`src/psi_pkg.sv`:
```
// shared constants and types for the program-flow and index block
package psi_pkg;
  localparam int PC_W = 12;
  localparam int STACK_DEPTH = 4;
  localparam int IDX_W = 16;
  localparam int CNT_W = 9;
  localparam int DADDR_W = 8;
  localparam int ACC_W = 16;
  localparam logic [11:0] PC_RESET = 12'h000;
  localparam logic [11:0] PC_ONE = 12'h001;
  localparam logic [8:0] CNT_ONE = 9'h001;
  localparam logic [8:0] CNT_ZERO = 9'h000;
  localparam logic [11:0] INT_VECTOR = 12'h002;

  // operations from the instruction decoder
  typedef enum logic [3:0] {
    PSI_OP_NONE = 4'h0,
    PSI_OP_PUSH = 4'h1,
    PSI_OP_POP = 4'h2,
    PSI_OP_CALL = 4'h3,
    PSI_OP_CALL_ACC = 4'h4,
    PSI_OP_RET = 4'h5,
    PSI_OP_TBL_START = 4'h6,
    PSI_OP_TBL_END = 4'h7,
    PSI_OP_BRANCH = 4'h8,
    PSI_OP_BRANCH_NZ = 4'h9,
    PSI_OP_SET_SEL = 4'ha,
    PSI_OP_MODIFY = 4'hb,
    PSI_OP_LOAD_IMM = 4'hc,
    PSI_OP_LOAD_MEM = 4'hd,
    PSI_OP_STORE_MEM = 4'he,
    PSI_OP_INDIRECT = 4'hf
  } psi_op_t;

  // index adjust after an indirect access
  typedef enum logic [1:0] {
    PSI_ADJ_NONE = 2'h0,
    PSI_ADJ_INC = 2'h1,
    PSI_ADJ_DEC = 2'h2
  } psi_adj_t;

  // interrupt enable state, gray along enable/disable
  typedef enum logic [0:0] {
    PSI_INT_OFF = 1'b0,
    PSI_INT_ON = 1'b1
  } psi_int_t;
endpackage

```
`src/psi_idx_if.sv`:
```
// carrier between the core and its index-register unit
`timescale 1ns/1ns
interface psi_idx_if;
  logic adj_en;
  psi_pkg::psi_adj_t adj;
  logic adj_sel;
  logic load_en;
  logic load_sel;
  logic [15:0] load_val;
  logic rd_sel;
  logic [15:0] rd_val;
  logic [15:0] cur_val;
  logic cur_sel;
  modport core (output adj_en, adj, adj_sel, load_en, load_sel, load_val, rd_sel,
                input rd_val, cur_val, cur_sel);
  modport unit (input adj_en, adj, adj_sel, load_en, load_sel, load_val, rd_sel,
                output rd_val, cur_val, cur_sel);
endinterface

```
`src/psi_index_regs.sv`:
```
// two index registers with 9-bit loop counters
`timescale 1ns/1ns
module psi_index_regs (
  // clock and reset
  input wire logic CLK_SYS_I,
  input wire logic NRST_I,
  // select pointer from the core
  input wire logic sel_i,
  // register access
  psi_idx_if.unit bus
);
  logic [15:0] idx_reg [2];
  logic [15:0] idx_next [2];

  // low 9 bits count; upper bits are kept but never carry
  function automatic logic [15:0] psi_step(input logic [15:0] v, input psi_pkg::psi_adj_t a);
    logic [8:0] c;
    c = v[8:0];
    if (a == psi_pkg::PSI_ADJ_INC)
      c = v[8:0] + psi_pkg::CNT_ONE;
    else if (a == psi_pkg::PSI_ADJ_DEC)
      c = v[8:0] - psi_pkg::CNT_ONE;
    return {v[15:9], c};
  endfunction

  // next value per register; explicit load beats adjust
  always_comb
  begin
    for (int i = 0; i < 2; i++)
    begin
      idx_next[i] = idx_reg[i];
      if (bus.adj_en && bus.adj_sel == i[0])
        idx_next[i] = psi_step(idx_reg[i], bus.adj);
      if (bus.load_en && bus.load_sel == i[0])
        idx_next[i] = bus.load_val;
    end
  end

  // contents need no reset; cleared anyway for clean simulation
  always_ff @(posedge CLK_SYS_I)
  begin
    if (!NRST_I)
    begin
      idx_reg[0] <= 16'h0000;
      idx_reg[1] <= 16'h0000;
    end
    else
    begin
      idx_reg[0] <= idx_next[0];
      idx_reg[1] <= idx_next[1];
    end
  end

  assign bus.rd_val = idx_reg[bus.rd_sel];
  assign bus.cur_val = idx_reg[sel_i];
  assign bus.cur_sel = sel_i;
endmodule

```
`src/psi_core.sv`:
```
// program counter, return stack and index control of the core
`timescale 1ns/1ns
module psi_core (
  // clock and reset
  input wire logic CLK_SYS_I,
  input wire logic NRST_I,
  // decoder command, one instruction per strobe
  input wire logic OP_VALID_I,
  input wire psi_pkg::psi_op_t OP_I,
  input wire logic [11:0] OP_ADDR_I,
  input wire logic OP_SEL_I,
  input wire logic OP_NEW_SEL_EN_I,
  input wire logic OP_NEW_SEL_I,
  input wire psi_pkg::psi_adj_t OP_ADJ_I,
  input wire logic [15:0] OP_IMM_I,
  // accumulator and memory data
  input wire logic [15:0] ACC_I,
  input wire logic [15:0] MEM_DATA_I,
  // interrupt control
  input wire logic INT_REQ_I,
  input wire logic INT_ENABLE_I,
  input wire logic INT_DISABLE_I,
  // program flow outputs
  output logic [11:0] PC_O,
  output logic [11:0] STACK_HEAD_O,
  output logic [11:0] POP_DATA_O,
  output logic POP_VALID_O,
  output logic INT_TAKEN_O,
  output logic INT_ENABLED_O,
  // data path outputs
  output logic [7:0] DATA_ADDR_O,
  output logic [15:0] INDEX_STORE_O,
  output logic INDEX_SELECT_POINTER_O
);
  logic [11:0] pc_reg;
  logic [11:0] pc_next;
  logic [11:0] stack_reg [psi_pkg::STACK_DEPTH];
  logic [11:0] stack_next [psi_pkg::STACK_DEPTH];
  logic index_select_pointer_reg;
  logic index_select_pointer_next;
  psi_pkg::psi_int_t int_state_reg;
  psi_pkg::psi_int_t int_state_next;
  logic [11:0] pop_data_reg;
  logic pop_valid_reg;
  logic int_taken_reg;
  logic [15:0] store_reg;

  psi_idx_if idx ();

  psi_index_regs u_idx (
    .CLK_SYS_I(CLK_SYS_I),
    .NRST_I(NRST_I),
    .sel_i(index_select_pointer_reg),
    .bus(idx)
  );

  // decoded strobes
  wire take_int = INT_REQ_I && (int_state_reg == psi_pkg::PSI_INT_ON);
  wire op_go = OP_VALID_I && !take_int;
  wire do_call = op_go && (OP_I == psi_pkg::PSI_OP_CALL);
  wire do_call_acc = op_go && (OP_I == psi_pkg::PSI_OP_CALL_ACC);
  wire do_ret = op_go && (OP_I == psi_pkg::PSI_OP_RET);
  wire do_push = op_go && (OP_I == psi_pkg::PSI_OP_PUSH);
  wire do_pop = op_go && (OP_I == psi_pkg::PSI_OP_POP);
  wire do_tbl_start = op_go && (OP_I == psi_pkg::PSI_OP_TBL_START);
  wire do_tbl_end = op_go && (OP_I == psi_pkg::PSI_OP_TBL_END);
  wire do_bnz = op_go && (OP_I == psi_pkg::PSI_OP_BRANCH_NZ);
  wire do_indirect = op_go && (OP_I == psi_pkg::PSI_OP_INDIRECT);
  wire do_modify = op_go && (OP_I == psi_pkg::PSI_OP_MODIFY);
  wire [11:0] pc_inc = pc_reg + psi_pkg::PC_ONE;
  wire idx_nonzero = (idx.cur_val[8:0] != psi_pkg::CNT_ZERO);

  // stack entry written on any push-like event
  wire push_any = do_push || do_call || do_call_acc || do_tbl_start || take_int;
  wire pop_any = do_pop || do_ret || do_tbl_end;
  wire [11:0] push_val = take_int ? pc_reg :
                         (do_call || do_call_acc) ? pc_inc :
                         do_tbl_start ? pc_inc :
                         ACC_I[11:0];

  // stack shift; the bottom entry falls off when full, no flag raised
  always_comb
  begin
    for (int i = 0; i < psi_pkg::STACK_DEPTH; i++)
      stack_next[i] = stack_reg[i];
    if (push_any)
    begin
      for (int i = psi_pkg::STACK_DEPTH - 1; i > 0; i--)
        stack_next[i] = stack_reg[i - 1];
      stack_next[0] = push_val;
    end
    else if (pop_any)
    begin
      for (int i = 0; i < psi_pkg::STACK_DEPTH - 1; i++)
        stack_next[i] = stack_reg[i + 1];
    end
  end

  // program counter selection
  always_comb
  begin
    pc_next = pc_reg;
    if (take_int)
      pc_next = psi_pkg::INT_VECTOR;
    else if (op_go)
    begin
      case (OP_I)
        psi_pkg::PSI_OP_CALL: pc_next = OP_ADDR_I;
        psi_pkg::PSI_OP_CALL_ACC: pc_next = ACC_I[11:0];
        psi_pkg::PSI_OP_RET: pc_next = stack_reg[0];
        psi_pkg::PSI_OP_TBL_END: pc_next = stack_reg[0];
        psi_pkg::PSI_OP_TBL_START: pc_next = ACC_I[11:0];
        psi_pkg::PSI_OP_BRANCH: pc_next = OP_ADDR_I;
        psi_pkg::PSI_OP_BRANCH_NZ: pc_next = idx_nonzero ? OP_ADDR_I : pc_inc;
        default: pc_next = pc_inc;
      endcase
    end
  end

  // pointer update; the current access has already used the old value
  always_comb
  begin
    index_select_pointer_next = index_select_pointer_reg;
    if (op_go && OP_I == psi_pkg::PSI_OP_SET_SEL)
      index_select_pointer_next = OP_IMM_I[0];
    else if ((do_indirect || do_modify) && OP_NEW_SEL_EN_I)
      index_select_pointer_next = OP_NEW_SEL_I;
  end

  // interrupt enable; software enable after a trap re-arms it
  always_comb
  begin
    int_state_next = int_state_reg;
    if (take_int || INT_DISABLE_I)
      int_state_next = psi_pkg::PSI_INT_OFF;
    else if (INT_ENABLE_I)
      int_state_next = psi_pkg::PSI_INT_ON;
  end

  // index unit commands
  assign idx.adj_en = do_indirect || do_modify || do_bnz;
  assign idx.adj = do_bnz ? psi_pkg::PSI_ADJ_DEC : OP_ADJ_I;
  assign idx.adj_sel = index_select_pointer_reg;
  assign idx.load_en = op_go && (OP_I == psi_pkg::PSI_OP_LOAD_IMM ||
                                 OP_I == psi_pkg::PSI_OP_LOAD_MEM);
  assign idx.load_sel = OP_SEL_I;
  assign idx.load_val = (OP_I == psi_pkg::PSI_OP_LOAD_IMM) ? OP_IMM_I : MEM_DATA_I;
  assign idx.rd_sel = OP_SEL_I;

  // pc and stack; stack cleared only so shift checks never meet unknowns
  always_ff @(posedge CLK_SYS_I)
  begin
    if (!NRST_I)
      pc_reg <= psi_pkg::PC_RESET;
    else
      pc_reg <= pc_next;
  end

  always_ff @(posedge CLK_SYS_I)
  begin
    if (!NRST_I)
      stack_reg <= '{default: psi_pkg::PC_RESET};
    else
      stack_reg <= stack_next;
  end

  // control state and registered outputs
  always_ff @(posedge CLK_SYS_I)
  begin
    if (!NRST_I)
    begin
      index_select_pointer_reg <= 1'b0;
      int_state_reg <= psi_pkg::PSI_INT_OFF;
      pop_data_reg <= 12'h000;
      pop_valid_reg <= 1'b0;
      int_taken_reg <= 1'b0;
      store_reg <= 16'h0000;
    end
    else
    begin
      index_select_pointer_reg <= index_select_pointer_next;
      int_state_reg <= int_state_next;
      pop_data_reg <= do_pop ? stack_reg[0] : pop_data_reg;
      pop_valid_reg <= do_pop;
      int_taken_reg <= take_int;
      store_reg <= idx.rd_val;
    end
  end

  assign PC_O = pc_reg;
  assign STACK_HEAD_O = stack_reg[0];
  assign POP_DATA_O = pop_data_reg;
  assign POP_VALID_O = pop_valid_reg;
  assign INT_TAKEN_O = int_taken_reg;
  assign INT_ENABLED_O = (int_state_reg == psi_pkg::PSI_INT_ON);
  assign DATA_ADDR_O = idx.cur_val[7:0];
  assign INDEX_STORE_O = store_reg;
  assign INDEX_SELECT_POINTER_O = idx.cur_sel;

  // checks
  property p_reset_pc;
    @(posedge CLK_SYS_I) !NRST_I |=> (pc_reg == psi_pkg::PC_RESET);
  endproperty
  a_reset_pc: assert property (p_reset_pc) else $error("pc not cleared by reset");

  property p_call_saves;
    @(posedge CLK_SYS_I) disable iff (!NRST_I)
      do_call |=> (stack_reg[0] == $past(pc_inc)) && (pc_reg == $past(OP_ADDR_I));
  endproperty
  a_call_saves: assert property (p_call_saves) else $error("call did not save pc");

  property p_ret_restores;
    @(posedge CLK_SYS_I) disable iff (!NRST_I)
      do_ret |=> (pc_reg == $past(stack_reg[0])) && (stack_reg[0] == $past(stack_reg[1]));
  endproperty
  a_ret_restores: assert property (p_ret_restores) else $error("return pc mismatch");

  property p_push_shift;
    @(posedge CLK_SYS_I) disable iff (!NRST_I)
      do_push |=> (stack_reg[0] == $past(ACC_I[11:0])) && (stack_reg[3] == $past(stack_reg[2]));
  endproperty
  a_push_shift: assert property (p_push_shift) else $error("push shift wrong");

  property p_pop_data;
    @(posedge CLK_SYS_I) disable iff (!NRST_I)
      do_pop |=> POP_VALID_O && (POP_DATA_O == $past(stack_reg[0]));
  endproperty
  a_pop_data: assert property (p_pop_data) else $error("pop data wrong");

  property p_int_disables;
    @(posedge CLK_SYS_I) disable iff (!NRST_I)
      take_int |=> !INT_ENABLED_O && (stack_reg[0] == $past(pc_reg));
  endproperty
  a_int_disables: assert property (p_int_disables) else $error("entry wrong");

  property p_sel_delayed;
    @(posedge CLK_SYS_I) disable iff (!NRST_I)
      (do_indirect && OP_NEW_SEL_EN_I) |-> ##1 (index_select_pointer_reg == $past(OP_NEW_SEL_I));
  endproperty
  a_sel_delayed: assert property (p_sel_delayed) else $error("pointer not updated");

  property p_load_keeps_sel;
    @(posedge CLK_SYS_I) disable iff (!NRST_I)
      (op_go && OP_I == psi_pkg::PSI_OP_LOAD_IMM) |=> $stable(index_select_pointer_reg);
  endproperty
  a_load_keeps_sel: assert property (p_load_keeps_sel) else $error("load moved sel");

  property p_bnz_branch;
    @(posedge CLK_SYS_I) disable iff (!NRST_I)
      (do_bnz && idx_nonzero) |=> (pc_reg == $past(OP_ADDR_I));
  endproperty
  a_bnz_branch: assert property (p_bnz_branch) else $error("branch missed");

  property p_bnz_fall;
    @(posedge CLK_SYS_I) disable iff (!NRST_I)
      (do_bnz && !idx_nonzero) |=> (pc_reg == $past(pc_inc));
  endproperty
  a_bnz_fall: assert property (p_bnz_fall) else $error("zero count branched");

  property p_int_vector;
    @(posedge CLK_SYS_I) disable iff (!NRST_I)
      take_int |=> (PC_O == psi_pkg::INT_VECTOR) && INT_TAKEN_O;
  endproperty
  a_int_vector: assert property (p_int_vector) else $error("bad vector");

  property p_int_stays_off;
    @(posedge CLK_SYS_I) disable iff (!NRST_I)
      (!INT_ENABLED_O && !INT_ENABLE_I) |=> !INT_ENABLED_O;
  endproperty
  a_int_stays_off: assert property (p_int_stays_off) else $error("self enabled");

  property p_tbl_level;
    @(posedge CLK_SYS_I) disable iff (!NRST_I)
      do_tbl_start |=> (stack_reg[0] == $past(pc_inc)) && (stack_reg[1] == $past(stack_reg[0]));
  endproperty
  a_tbl_level: assert property (p_tbl_level) else $error("table level wrong");

  property p_acc_call;
    @(posedge CLK_SYS_I) disable iff (!NRST_I)
      do_call_acc |=> (pc_reg == $past(ACC_I[11:0])) && (stack_reg[0] == $past(pc_inc));
  endproperty
  a_acc_call: assert property (p_acc_call) else $error("acc call wrong");

  property p_pop_shift;
    @(posedge CLK_SYS_I) disable iff (!NRST_I)
      do_pop |=> (stack_reg[0] == $past(stack_reg[1]));
  endproperty
  a_pop_shift: assert property (p_pop_shift) else $error("pop shift wrong");

  property p_full_drop;
    @(posedge CLK_SYS_I) disable iff (!NRST_I)
      push_any |=> (stack_reg[3] == $past(stack_reg[2])) && (stack_reg[1] == $past(stack_reg[0]));
  endproperty
  a_full_drop: assert property (p_full_drop) else $error("bottom not dropped");

  property p_set_sel;
    @(posedge CLK_SYS_I) disable iff (!NRST_I)
      (op_go && OP_I == psi_pkg::PSI_OP_SET_SEL) |=>
        (index_select_pointer_reg == $past(OP_IMM_I[0]));
  endproperty
  a_set_sel: assert property (p_set_sel) else $error("pointer not set");

  property p_modify_only;
    @(posedge CLK_SYS_I) disable iff (!NRST_I)
      do_modify |=> (pc_reg == $past(pc_inc)) && (stack_reg[0] == $past(stack_reg[0]));
  endproperty
  a_modify_only: assert property (p_modify_only) else $error("modify did more");
endmodule

```
`config.mk`:
```
export PLATFORM = sky130hd
export DESIGN_NAME = psi_core
export DESIGN_NICKNAME = d
export VERILOG_FILES = /design/src/psi_pkg.sv /design/src/psi_idx_if.sv /design/src/psi_index_regs.sv /design/src/psi_core.sv
export SDC_FILE = /design/constraint.sdc
export NUM_CORES = 1
export LEC_CHECK = 0
export BUFFER_PORTS_ARGS = -buffer_cell sky130_fd_sc_hd__buf_2
export CAP_MARGIN = 20
export CORE_MARGIN = 2
export CORE_UTILIZATION = 37
export CTS_CLUSTER_SIZE = 40
export DETAILED_ROUTE_END_ITERATION = 10
export GPL_ROUTABILITY_DRIVEN = 1
export GPL_TIMING_DRIVEN = 0
export HOLD_SLACK_MARGIN = 0.02
export PLACE_DENSITY = 0.63
export SETUP_SLACK_MARGIN = 0.05
export SYNTH_ARGS = -nofsm -noshare
export SYNTH_HDL_FRONTEND = slang
export SYNTH_HIERARCHICAL = 1
export SYNTH_SLANG_ARGS = --single-unit
```
`constraint.sdc`:
```
create_clock -name CLK_SYS_I -period 7.6 [get_ports CLK_SYS_I]
set_input_delay 1.52 -clock CLK_SYS_I [delete_from_list [all_inputs] [get_ports CLK_SYS_I]]
set_output_delay 1.52 -clock CLK_SYS_I [all_outputs]
set_load 0.01 [all_outputs]
```
==> results of run 1 <==
routing by layer:
metal | up-vias | GRT usage (%) | routed length, um
met3 | 42 | 6.036 | 1937
met1 | 3252 | 29.30 | 10100
li1 | 3329 | - | -
met4 | 0 | 7.087 | 549
met5 | - | 0 | 0
met2 | 326 | 37.19 | 10800
area by class of cell:
| class | count | area, um2 |
|---|---|---|
| fill | 1838 | 9985 |
| multi-input combinational | 626 | 4224 |
| sequential | 124 | 2482 |
| timing repair buffer | 132 | 660.6 |
| clock buffer | 19 | 452.9 |
| buffer | 71 | 392.9 |
| tap | 260 | 325.3 |
| clock inverter | 13 | 235.2 |
| inverter | 18 | 67.56 |
| antenna | 2 | 5.005 |
power by group:
group | internal [mW] | total (mW) | switching, mW
logic | 0.115 | 0.269 | 0.154
clock network | 0.635 | 0.960 | 0.325
registers | 0.676 | 0.712 | 0.0359
stage by stage:
step | util [%] | cells | hold slack (ps)
finish | 46.98 | 1265 | 460.4
floorplan | - | 839 | 440.0
global route | 46.96 | 1264 | 481.4
global placement | 43.30 | 1231 | 448.9
detailed placement | 43.30 | 1231 | 455.3
CTS | 46.95 | 1263 | 462.9
worst min-delay path: stages, from the launching register on:
cell      delay [ps]
dfxtp_1          300
nand2_1           40
a21boi_0          60
how the worst max path moves through the flow:
stage,startpoint,endpoint,slack [ps],cells after the start
6_report,OP_VALID_I,u_idx/idx_reg[1][8],2780,15
5_1_grt,OP_VALID_I,u_idx/idx_reg[0][8],2510,15
4_1_cts,OP_VALID_I,u_idx/idx_reg[1][8],2860,15
3_5_place_dp,OP_VALID_I,u_idx/idx_reg[1][8],2430,14
3_3_place_gp,OP_VALID_I,u_idx/idx_reg[1][7],2440,15
2_1_floorplan,OP_VALID_I,u_idx/idx_reg[0][7],3260,14
==> out/qor.yml, run 1 <==
run_status:
  status: "finished, final reports clean"
sta:
  fin_skew_ps: 9.251
  setup_slack_ps: 2780
  finalSetupViolations: 0
  maxSlewViolCount: 0
  hold_viol: 0
  max_slew.worst_pin.slew_ps: 706.4
  period_share_pct: 63.42
  tns_ps: 0
  maxSlewHeadroom_pct: 52.73
  rsz0062_at_grt: "no"
  fmax_mhz: 207.5
  post-route-min-period_ps: 4820
floorplan:
  die_height_um: 143.2
  die_area_um2: 20500
  rows: 50
  die_w_um: 143.2
  core_area_um2: 18830
  io-pin-count: 139
  initial_core_util_pct: 38.06
cts:
  htree_num_levels: 4
  clock_sinks: 124
  clkLatencyLatePin_ps: 420
  cts_tree: "built"
  cts_buffers: 17
  cts_setup_buffers: 0
  ctsHoldBuffers: 0
  cts_resized: 0
  clk_path_buf_depth: 2
  root_buffer: "clkbuf_16"
  worst_setup_hold_path_clk_slew_ps: 60
critical_path:
  worstPathBufferInverterCount: 6
  max_stage_delay_ps: 430
  setup.worst_path.end_class: "flop"
  rr_startpoint: "INT_ENABLED_O"
  slowest_stage: "ha_1"
  crit_arrival_ps: 5180
  r2r_slack_ps: 3680
  criticalPathCategory: "input port to flop"
  timing.rr.end: "u_idx/idx_reg[1][8]"
  path_cells: "buf_2 -> a21bo_2 -> buf_2 -> buf_2 -> o21bai_1 -> inv_1 -> ha_1 -> buf_2 -> inv_1 -> ha_1 -> nor2b_1 -> o31ai_2 -> a211o_1 -> a31o_1 -> a31oi_1"
  reg2regPathDepth: 14
  path_max_fanout: 15
  critPathRequiredTime_ps: 7960
  path_common_cell: "buf_2"
  path_delay_family: "buffers and inverters"
  start_kind: "input port"
power:
  p_per_area_nw_per_um2: 219.4
  finalPower_mw: 1.940
  p_leak_nw: 3.668
  ir_drop_v: 0.0001525
grt:
  grt_pass1_wl_um: 35650
  grt_usage_pct: 22.76
  grt_start_max_net_pins: 17
  grt_pass1_vias: 6461
  antenna_found_initial: 2
  overflow: 0
routing:
  drt_iter0_drc: 490
  wl_per_cell_um: 18.49
  ant_nets: 0
  drt-vias-per-instance: 5.493
  drcViolationCount: 0
  num_vias: 6949
  finalWirelength_um: 23390
  first_pass_iters: 5
place:
  place_ws_ps: 2435
  port_buffers: 132
  placed_area_um2: 8153
  gp_congestion: 0.9237
  dp_hpwl_um: 17350
worst_hold_path:
  worst_hold_path.endpoint: "u_idx/idx_reg[0][12]"
  hp-start: "u_idx/idx_reg[0][12]"
  hp-class: "flop to flop"
  hold_depth: 2
cells_and_area:
  layout.nets: 1084
  synthToLayoutAreaGrowth_pct: 23.43
  final_common_cell: "buf_2"
  largest_reg_flops: 36
  drive_above_1_share_pct: 26.72
  finalInstanceArea_um2: 8846
  final_cell_mix: "buf_2 (152), nand2_1 (137), dfxtp_1 (124)"
synth:
  synth_area_um2: 7167
  netlist_instances: 839
  synth.net_count: 933
  synth_warnings: 6
  syn_area_per_cell_um2: 8.542
run:
  maxCapViolations: 0
(Power assumes the default switching activity.)
==> inputs of run 2 (changes only) <==
--- a/config.mk
+++ b/config.mk
@@ -14,7 +14,7 @@
 export GPL_ROUTABILITY_DRIVEN = 1
 export GPL_TIMING_DRIVEN = 0
 export HOLD_SLACK_MARGIN = 0.02
-export PLACE_DENSITY = 0.63
+export PLACE_DENSITY = 0.65
 export SETUP_SLACK_MARGIN = 0.05
 export SYNTH_ARGS = -nofsm -noshare
 export SYNTH_HDL_FRONTEND = slang
==> constraint.sdc (replaced) <==
create_clock -name CLK_SYS_I -period 3.9 [get_ports CLK_SYS_I]
set_input_delay 0.78 -clock CLK_SYS_I [delete_from_list [all_inputs] [get_ports CLK_SYS_I]]
set_output_delay 0.78 -clock CLK_SYS_I [all_outputs]
set_load 0.01 [all_outputs]
==> out/qor.yml, run 2 (synthesis gave the netlist of run 1 again) <==
cells_and_area:
  finalInstanceArea_um2: 8793  # was 8846 um2
  final_common_cell: "buf_2"  # unchanged
  finalNonFillerCells: 1265  # unchanged
  synthToLayoutAreaGrowth_pct: 22.70  # was 23.43%
  fillers: 1855  # was 1838
  final_cell_mix: "buf_2 (149), nand2_1 (137), dfxtp_1 (124)"  # was buf_2 (152), nand2_1 (137), dfxtp_1 (124)
  largest_reg_flops: 36  # unchanged
  layout.nets: 1086  # was 1084
  drive_above_1_share_pct: 26.99  # was 26.72%
critical_path:
  start_kind: "input port"  # unchanged
  setup.worst_path.end_class: "flop"  # unchanged
  path_delay_family: "buffers and inverters"  # unchanged
  path_max_fanout: 10  # was 15
  setup.worst_path.start: "OP_VALID_I"  # unchanged
  worstPathBufferInverterCount: 6  # unchanged
  critPathRequiredTime_ps: 4240  # was 7960 ps
  rr_startpoint: "INT_ENABLED_O"  # unchanged
  crit_arrival_ps: 4040  # was 5180 ps
  slowest_stage: "ha_1"  # unchanged
  criticalPathCategory: "input port to flop"  # unchanged
  max_stage_delay_ps: 330  # was 430 ps
  path_cells: "buf_2 -> a21bo_4 -> clkbuf_4 -> clkbuf_4 -> o21a_1 -> ha_2 -> buf_4 -> clkinvlp_4 -> buf_4 -> ha_1 -> nor2b_2 -> o31a_1 -> nand4b_1 -> a31o_2 -> a31oi_1"  # was buf_2 -> a21bo_2 -> buf_2 -> buf_2 -> o21bai_1 -> inv_1 -> ha_1 -> buf_2 -> inv_1 -> ha_1 -> nor2b_1 -> o31ai_2 -> a211o_1 -> a31o_1 -> a31oi_1
cts:
  worst_setup_hold_path_clk_slew_ps: 60  # about the same
  clock_sinks: 124  # unchanged
  ctsHoldBuffers: 0  # unchanged
  cts_buffers: 17  # unchanged
  clk_path_buf_depth: 2  # unchanged
  cts_tree: "built"  # unchanged
  root_buffer: "clkbuf_16"  # unchanged
  clkLatencyLatePin_ps: 420  # about the same
  htree_num_levels: 4  # unchanged
place:
  dp_cells: 1231  # unchanged
  place_ws_ps: -528.7  # was 2435 ps
  gp_congestion: 0.9128  # was 0.9237
  dp_hpwl_um: 17340  # was 17350 um
  placed_area_um2: 8153  # unchanged
  port_buffers: 132  # unchanged
sta:
  maxSlewViolCount: 0  # unchanged
  fin_skew_ps: 10.23  # was 9.251 ps
  timing.hold.ws_ps: 457.5  # was 460.4 ps
  hold_viol: 0  # unchanged
  setup_slack_ps: 194.2  # was 2780 ps
  tns_ps: 0  # unchanged
  max_slew.worst_pin.slew_ps: 747.6  # was 706.4 ps
  fmax_mhz: 269.8
  finalSetupViolations: 0  # unchanged
  period_share_pct: 95.02
  rsz0062_at_grt: "no"  # unchanged
  maxSlewHeadroom_pct: 49.97  # was 52.73%
  post-route-min-period_ps: 3706
run_status:
  status: "finished, final reports clean"  # unchanged
grt:
  grt_pass1_vias: 6537  # was 6461
  grt_start_max_net_pins: 17  # unchanged
  grt_usage_pct: 22.73  # was 22.76%
  overflow: 0  # unchanged
  antenna_found_initial: 1  # was 2
  grt_pass1_wl_um: 35940  # was 35650 um
power:
  p_leak_nw: 3.641  # was 3.668 nW
  ir_drop_v: 0.0003252  # was 0.0001525 V
  p_per_area_nw_per_um2: 403.3  # was 219.4 nW/um2
routing:
  wl_met1_um: 10470  # was 10100 um
  drt_iter0_drc: 622  # was 490
  first_pass_iters: 5  # unchanged
  finalWirelength_um: 23580  # was 23390 um
  drcViolationCount: 0  # unchanged
  wl_met2_um: 10730  # was 10800 um
  highest_layer: "met4"  # unchanged
  drt-vias-per-instance: 5.547  # was 5.493
  ant_nets: 0  # unchanged
  wl_met3_um: 1649  # was 1937 um
  wl_per_cell_um: 18.64  # was 18.49 um
  num_vias: 7017  # was 6949
floorplan:
  initial_core_util_pct: 38.06  # unchanged
  die_height_um: 143.2  # unchanged
  die_w_um: 143.2  # unchanged
  core_area_um2: 18830  # unchanged
  io-pin-count: 139  # unchanged
  die_area_um2: 20500  # unchanged
  rows: 50  # unchanged
worst_hold_path:
  hp-start: "u_idx/idx_reg[1][9]"  # was u_idx/idx_reg[0][12]
  hp-class: "flop to flop"  # unchanged
run:
  maxCapViolations: 0  # unchanged
-- run 2: cell types whose count changed in the layout (fill, tap and decap cells not counted), moves of 2 or more --
cell       change
clkbuf_4       +2
buf_2          -3
clkbuf_1       +2
buf_4          +3
nor2b_1        -2
bufinv_16      -3
clkinv_2       +3
nor2b_2        +2
-- run 2: layer usage --
metal / track usage [%] / vias to the layer above
li1: - / 3338
met1: 29.69 / 3318
met2: 36.31 / 301
met3: 5.064 / 60
met4: 9.171 / 0
met5: 0 / -
-- run 2: final cells by class --
| cell class | count | area, um2 | share of cell area (%) |
|---|---|---|---|
| well taps | 260 | 325.3 | 3.699 |
| inverters | 18 | 71.32 | 0.8110 |
| clock inverters | 11 | 143.9 | 1.636 |
| multi-input cells | 626 | 4245 | 48.28 |
| flip-flops and latches | 124 | 2482 | 28.23 |
| repair buffers | 134 | 675.6 | 7.684 |
| plain buffers | 71 | 400.4 | 4.553 |
| clock buffers | 20 | 446.7 | 5.080 |
| diodes | 1 | 2.502 | 0.02846 |
-- run 2: worst paths after layout --
kind,to,slack (ps),depth (start not counted)
worst max-delay path,u_idx/idx_reg[0][8],190,15
worst min-delay path,u_idx/idx_reg[1][9],460,2
worst max register to register,u_idx/idx_reg[0][8],330,14
worst min register to register,u_idx/idx_reg[1][9],460,2
-- run 2: repair_timing --
item                                    in CTS  in global routing
buffers inserted                             2                  0
gates resized for setup                      2                  7
gates cloned                                 0                  0
endpoints found under the setup margin       9                 10
-- run 2: where the power goes --
part | total [mW] | internal [mW] | switching [mW]
Combinational | 0.533 | 0.229 | 0.304
Clock | 1.63 | 1.02 | 0.608
Sequential | 1.39 | 1.32 | 0.0707
Total | 3.55 | 2.56 | 0.983
-- run 2: metrics by stage --
| stage | util [%] | total power, mW |
|---|---|---|
| floorplan | - | 1.728 |
| global placement | 43.30 | 1.922 |
| detailed placement | 43.30 | 1.927 |
| CTS | 46.54 | 3.550 |
| global route | 46.68 | 3.668 |
| finish | 46.70 | 3.546 |
-- run 2: worst reg2reg max path, stage by stage, from the launching register on --
cell        delay [ps]
dfxtp_1            420
a21bo_4            220
clkbuf_4           240
clkbuf_4           250
o21a_1             180
ha_2               260
buf_4              210
clkinvlp_4         110
buf_4              170
ha_1               330
nor2b_2            190
o31a_1             280
nand4b_1           210
a31o_2             220
a31oi_1            180
==> inputs of run 3 (changes only) <==
--- a/config.mk
+++ b/config.mk
@@ -5,6 +5,7 @@
 export SDC_FILE = /design/constraint.sdc
 export NUM_CORES = 1
 export LEC_CHECK = 0
+export ABC_AREA = 1
 export BUFFER_PORTS_ARGS = -buffer_cell sky130_fd_sc_hd__buf_2
 export CAP_MARGIN = 20
 export CORE_MARGIN = 2
==> out/qor.yml, run 3 <==
sta:
  rsz0062_at_grt: "no"  # unchanged
  fmax_mhz: 319.5  # was 269.8 MHz
  period_share_pct: 80.26  # was 95.02%
  hold_viol: 0  # unchanged
  post-route-min-period_ps: 3130  # was 3706 ps
  tns_ps: 0  # unchanged
  maxSlewViolCount: 0  # unchanged
  setup_slack_ps: 770.0  # was 194.2 ps
  fin_skew_ps: 11.76  # was 10.23 ps
  max_slew.worst_pin.slew_ps: 588.9  # was 747.6 ps
  maxSlewHeadroom_pct: 60.74  # was 49.97%
  finalSetupViolations: 0  # unchanged
grt:
  overflow: 0  # unchanged
  grt_pass1_vias: 6878  # was 6537
  antenna_found_initial: 0  # was 1
  grt_usage_pct: 22.28  # was 22.73%
  grt_start_max_net_pins: 17  # unchanged
  grt_pass1_wl_um: 35000  # was 35940 um
place:
  gp_congestion: 0.9207  # was 0.9128
  port_buffers: 134  # was 132
  place_ws_ps: 311.1  # was -528.7 ps
  placed_area_um2: 8019  # was 8153 um2
  dp_hpwl_um: 16970  # was 17340 um
  dp_cells: 1435  # was 1231
cells_and_area:
  layout.nets: 1314  # was 1086
  seqCellArea_um2: 2482  # unchanged
  synthToLayoutAreaGrowth_pct: 22.97  # was 22.70%
  layout.core_utilization_pct: 46.38  # was 46.70%
  num_antenna_cells: 0  # was 1
  finalNonFillerCells: 1467  # was 1265
  fillers: 1910  # was 1855
  final_common_cell: "nand2_1"  # was buf_2
  finalInstanceArea_um2: 8676  # was 8793 um2
  multiInputGateArea_um2: 3722  # was 4245 um2
  final_cell_mix: "nand2_1 (249), buf_2 (145), o21ai_0 (132)"  # was buf_2 (149), nand2_1 (137), dfxtp_1 (124)
  drive_above_1_share_pct: 20.03  # was 26.99%
  largest_reg_flops: 36  # unchanged
critical_path:
  setup.worst_path.start: "INT_REQ_I"  # was OP_VALID_I
  path_common_cell: "nand2_1"
  critPathRequiredTime_ps: 4270  # was 4240 ps
  path_delay_family: "simple AND/OR/NAND/NOR gates"  # was buffers and inverters
  path_max_fanout: 15  # was 10
  path_cells: "buf_2 -> nand2_2 -> nand2_1 -> inv_1 -> a21boi_0 -> ha_1 -> inv_2 -> ha_1 -> or2_2 -> nand3_1 -> nand2_1 -> nand2_1 -> nand3_1 -> a21oi_1"  # was buf_2 -> a21bo_4 -> clkbuf_4 -> clkbuf_4 -> o21a_1 -> ha_2 -> buf_4 -> clkinvlp_4 -> buf_4 -> ha_1 -> nor2b_2 -> o31a_1 -> nand4b_1 -> a31o_2 -> a31oi_1
  max_stage_delay_ps: 410  # was 330 ps
  start_kind: "input port"  # unchanged
  slowest_stage: "ha_1"  # unchanged
  crit_arrival_ps: 3500  # was 4040 ps
  criticalPathCategory: "input port to flop"  # unchanged
  rr_startpoint: "INT_ENABLED_O"  # unchanged
  worstPathBufferInverterCount: 3  # was 6
  setup.worst_path.end_class: "flop"  # unchanged
  r2r_slack_ps: 840  # was 330 ps
cts:
  worst_setup_hold_path_clk_slew_ps: 60  # about the same
  cts_resized: 0  # was 2
  cts_buffers: 17  # unchanged
  cts_tree: "built"  # unchanged
  htree_num_levels: 4  # unchanged
  root_buffer: "clkbuf_16"  # unchanged
  clk_path_buf_depth: 2  # unchanged
  clock_sinks: 124  # unchanged
  cts_setup_buffers: 0  # was 2
  ctsHoldBuffers: 0  # unchanged
  clkLatencyLatePin_ps: 430  # was 420 ps
floorplan:
  initial_core_util_pct: 37.72  # was 38.06%
  rows: 50  # unchanged
  core_area_um2: 18710  # was 18830 um2
  io-pin-count: 139  # unchanged
  die_w_um: 142.1  # was 143.2 um
  die_area_um2: 20190  # was 20500 um2
  die_height_um: 142.1  # was 143.2 um
run_status:
  status: "finished, final reports clean"  # unchanged
power:
  p_comb_share_pct: 14.9  # was 15.0%
  p_per_area_nw_per_um2: 428.8  # was 403.3 nW/um2
  ir_drop_v: 0.0002993  # was 0.0003252 V
  p_int_mw: 2.695  # was 2.563 mW
  swShare_pct: 27.55  # was 27.72%
  seqPwrFrac_pct: 37.4  # was 39.1%
  p_sw_mw: 1.025  # was 0.9830 mW
  p_leak_nw: 4.098  # was 3.641 nW
  p_clk_share_pct: 47.7  # was 45.8%
routing:
  first_pass_iters: 5  # unchanged
  finalWirelength_um: 22340  # was 23580 um
  drcViolationCount: 0  # unchanged
  wl_per_cell_um: 15.23  # was 18.64 um
  num_vias: 7442  # was 7017
  drt_iter0_drc: 586  # was 622
  drt-vias-per-instance: 5.073  # was 5.547
  ant_nets: 0  # unchanged
worst_hold_path:
  hp-start: "u_idx/idx_reg[0][14]"  # was u_idx/idx_reg[1][9]
  hp-class: "flop to flop"  # unchanged
run:
  maxCapViolations: 0  # unchanged
synth:
  syn_area_per_cell_um2: 6.612  # was 8.542 um2
  synth_warnings: 6  # unchanged
  synth_area_um2: 7056  # was 7167 um2
  netlist_instances: 1067  # was 839
  synth.net_count: 1161  # was 933
run 3: metrics by stage:
stage          power [mW]  hold WS, ps
2_1_floorplan       1.763        423.8
3_3_place_gp        1.955        432.2
3_5_place_dp        1.961        442.4
4_1_cts             3.736        450.0
5_1_grt             3.876        482.6
6_report            3.720        450.9
run 3: area by class of cell:
| class | count | share of cell area (%) |
|---|---|---|
| buffer | 57 | 3.663 |
| clock buffer | 19 | 5.105 |
| clock inverter | 13 | 2.466 |
| inverter | 142 | 6.144 |
| multi-input combinational | 744 | 42.90 |
| sequential | 124 | 28.61 |
| tap | 234 | 3.375 |
| timing repair buffer | 134 | 7.730 |
run 3: final timing paths:
| kind | endpoint | depth (start not counted) |
|---|---|---|
| min reg2reg | u_idx/idx_reg[0][14] | 2 |
| min | u_idx/idx_reg[0][14] | 2 |
| max | u_idx/idx_reg[1][7] | 14 |
| max reg2reg | u_idx/idx_reg[1][7] | 13 |
run 3: power groups by stage:
stage	Sequential, mW	Combinational, mW	Clock (mW)
6_report	1.39	0.554	1.77
5_1_grt	1.40	0.624	1.86
4_1_cts	1.39	0.550	1.80
3_5_place_dp	1.42	0.545	0
3_3_place_gp	1.42	0.540	0
2_1_floorplan	1.40	0.361	0
run 3: worst min-delay path: cells and delay by family (launching register included):
family | cells | cell delay, ps
AOI/OAI and AO/OA | 1 | 50
buffers and inverters | 1 | 60
DFF | 1 | 290
run 3: metal layers:
layer  track usage (%)  share of wire, %  vias up
li1                  -                 -     3739
met1             28.77                44     3351
met2             35.80                45      306
met3             4.610               7.6       46
met4             10.16               3.3        0
met5                 0                 0        -
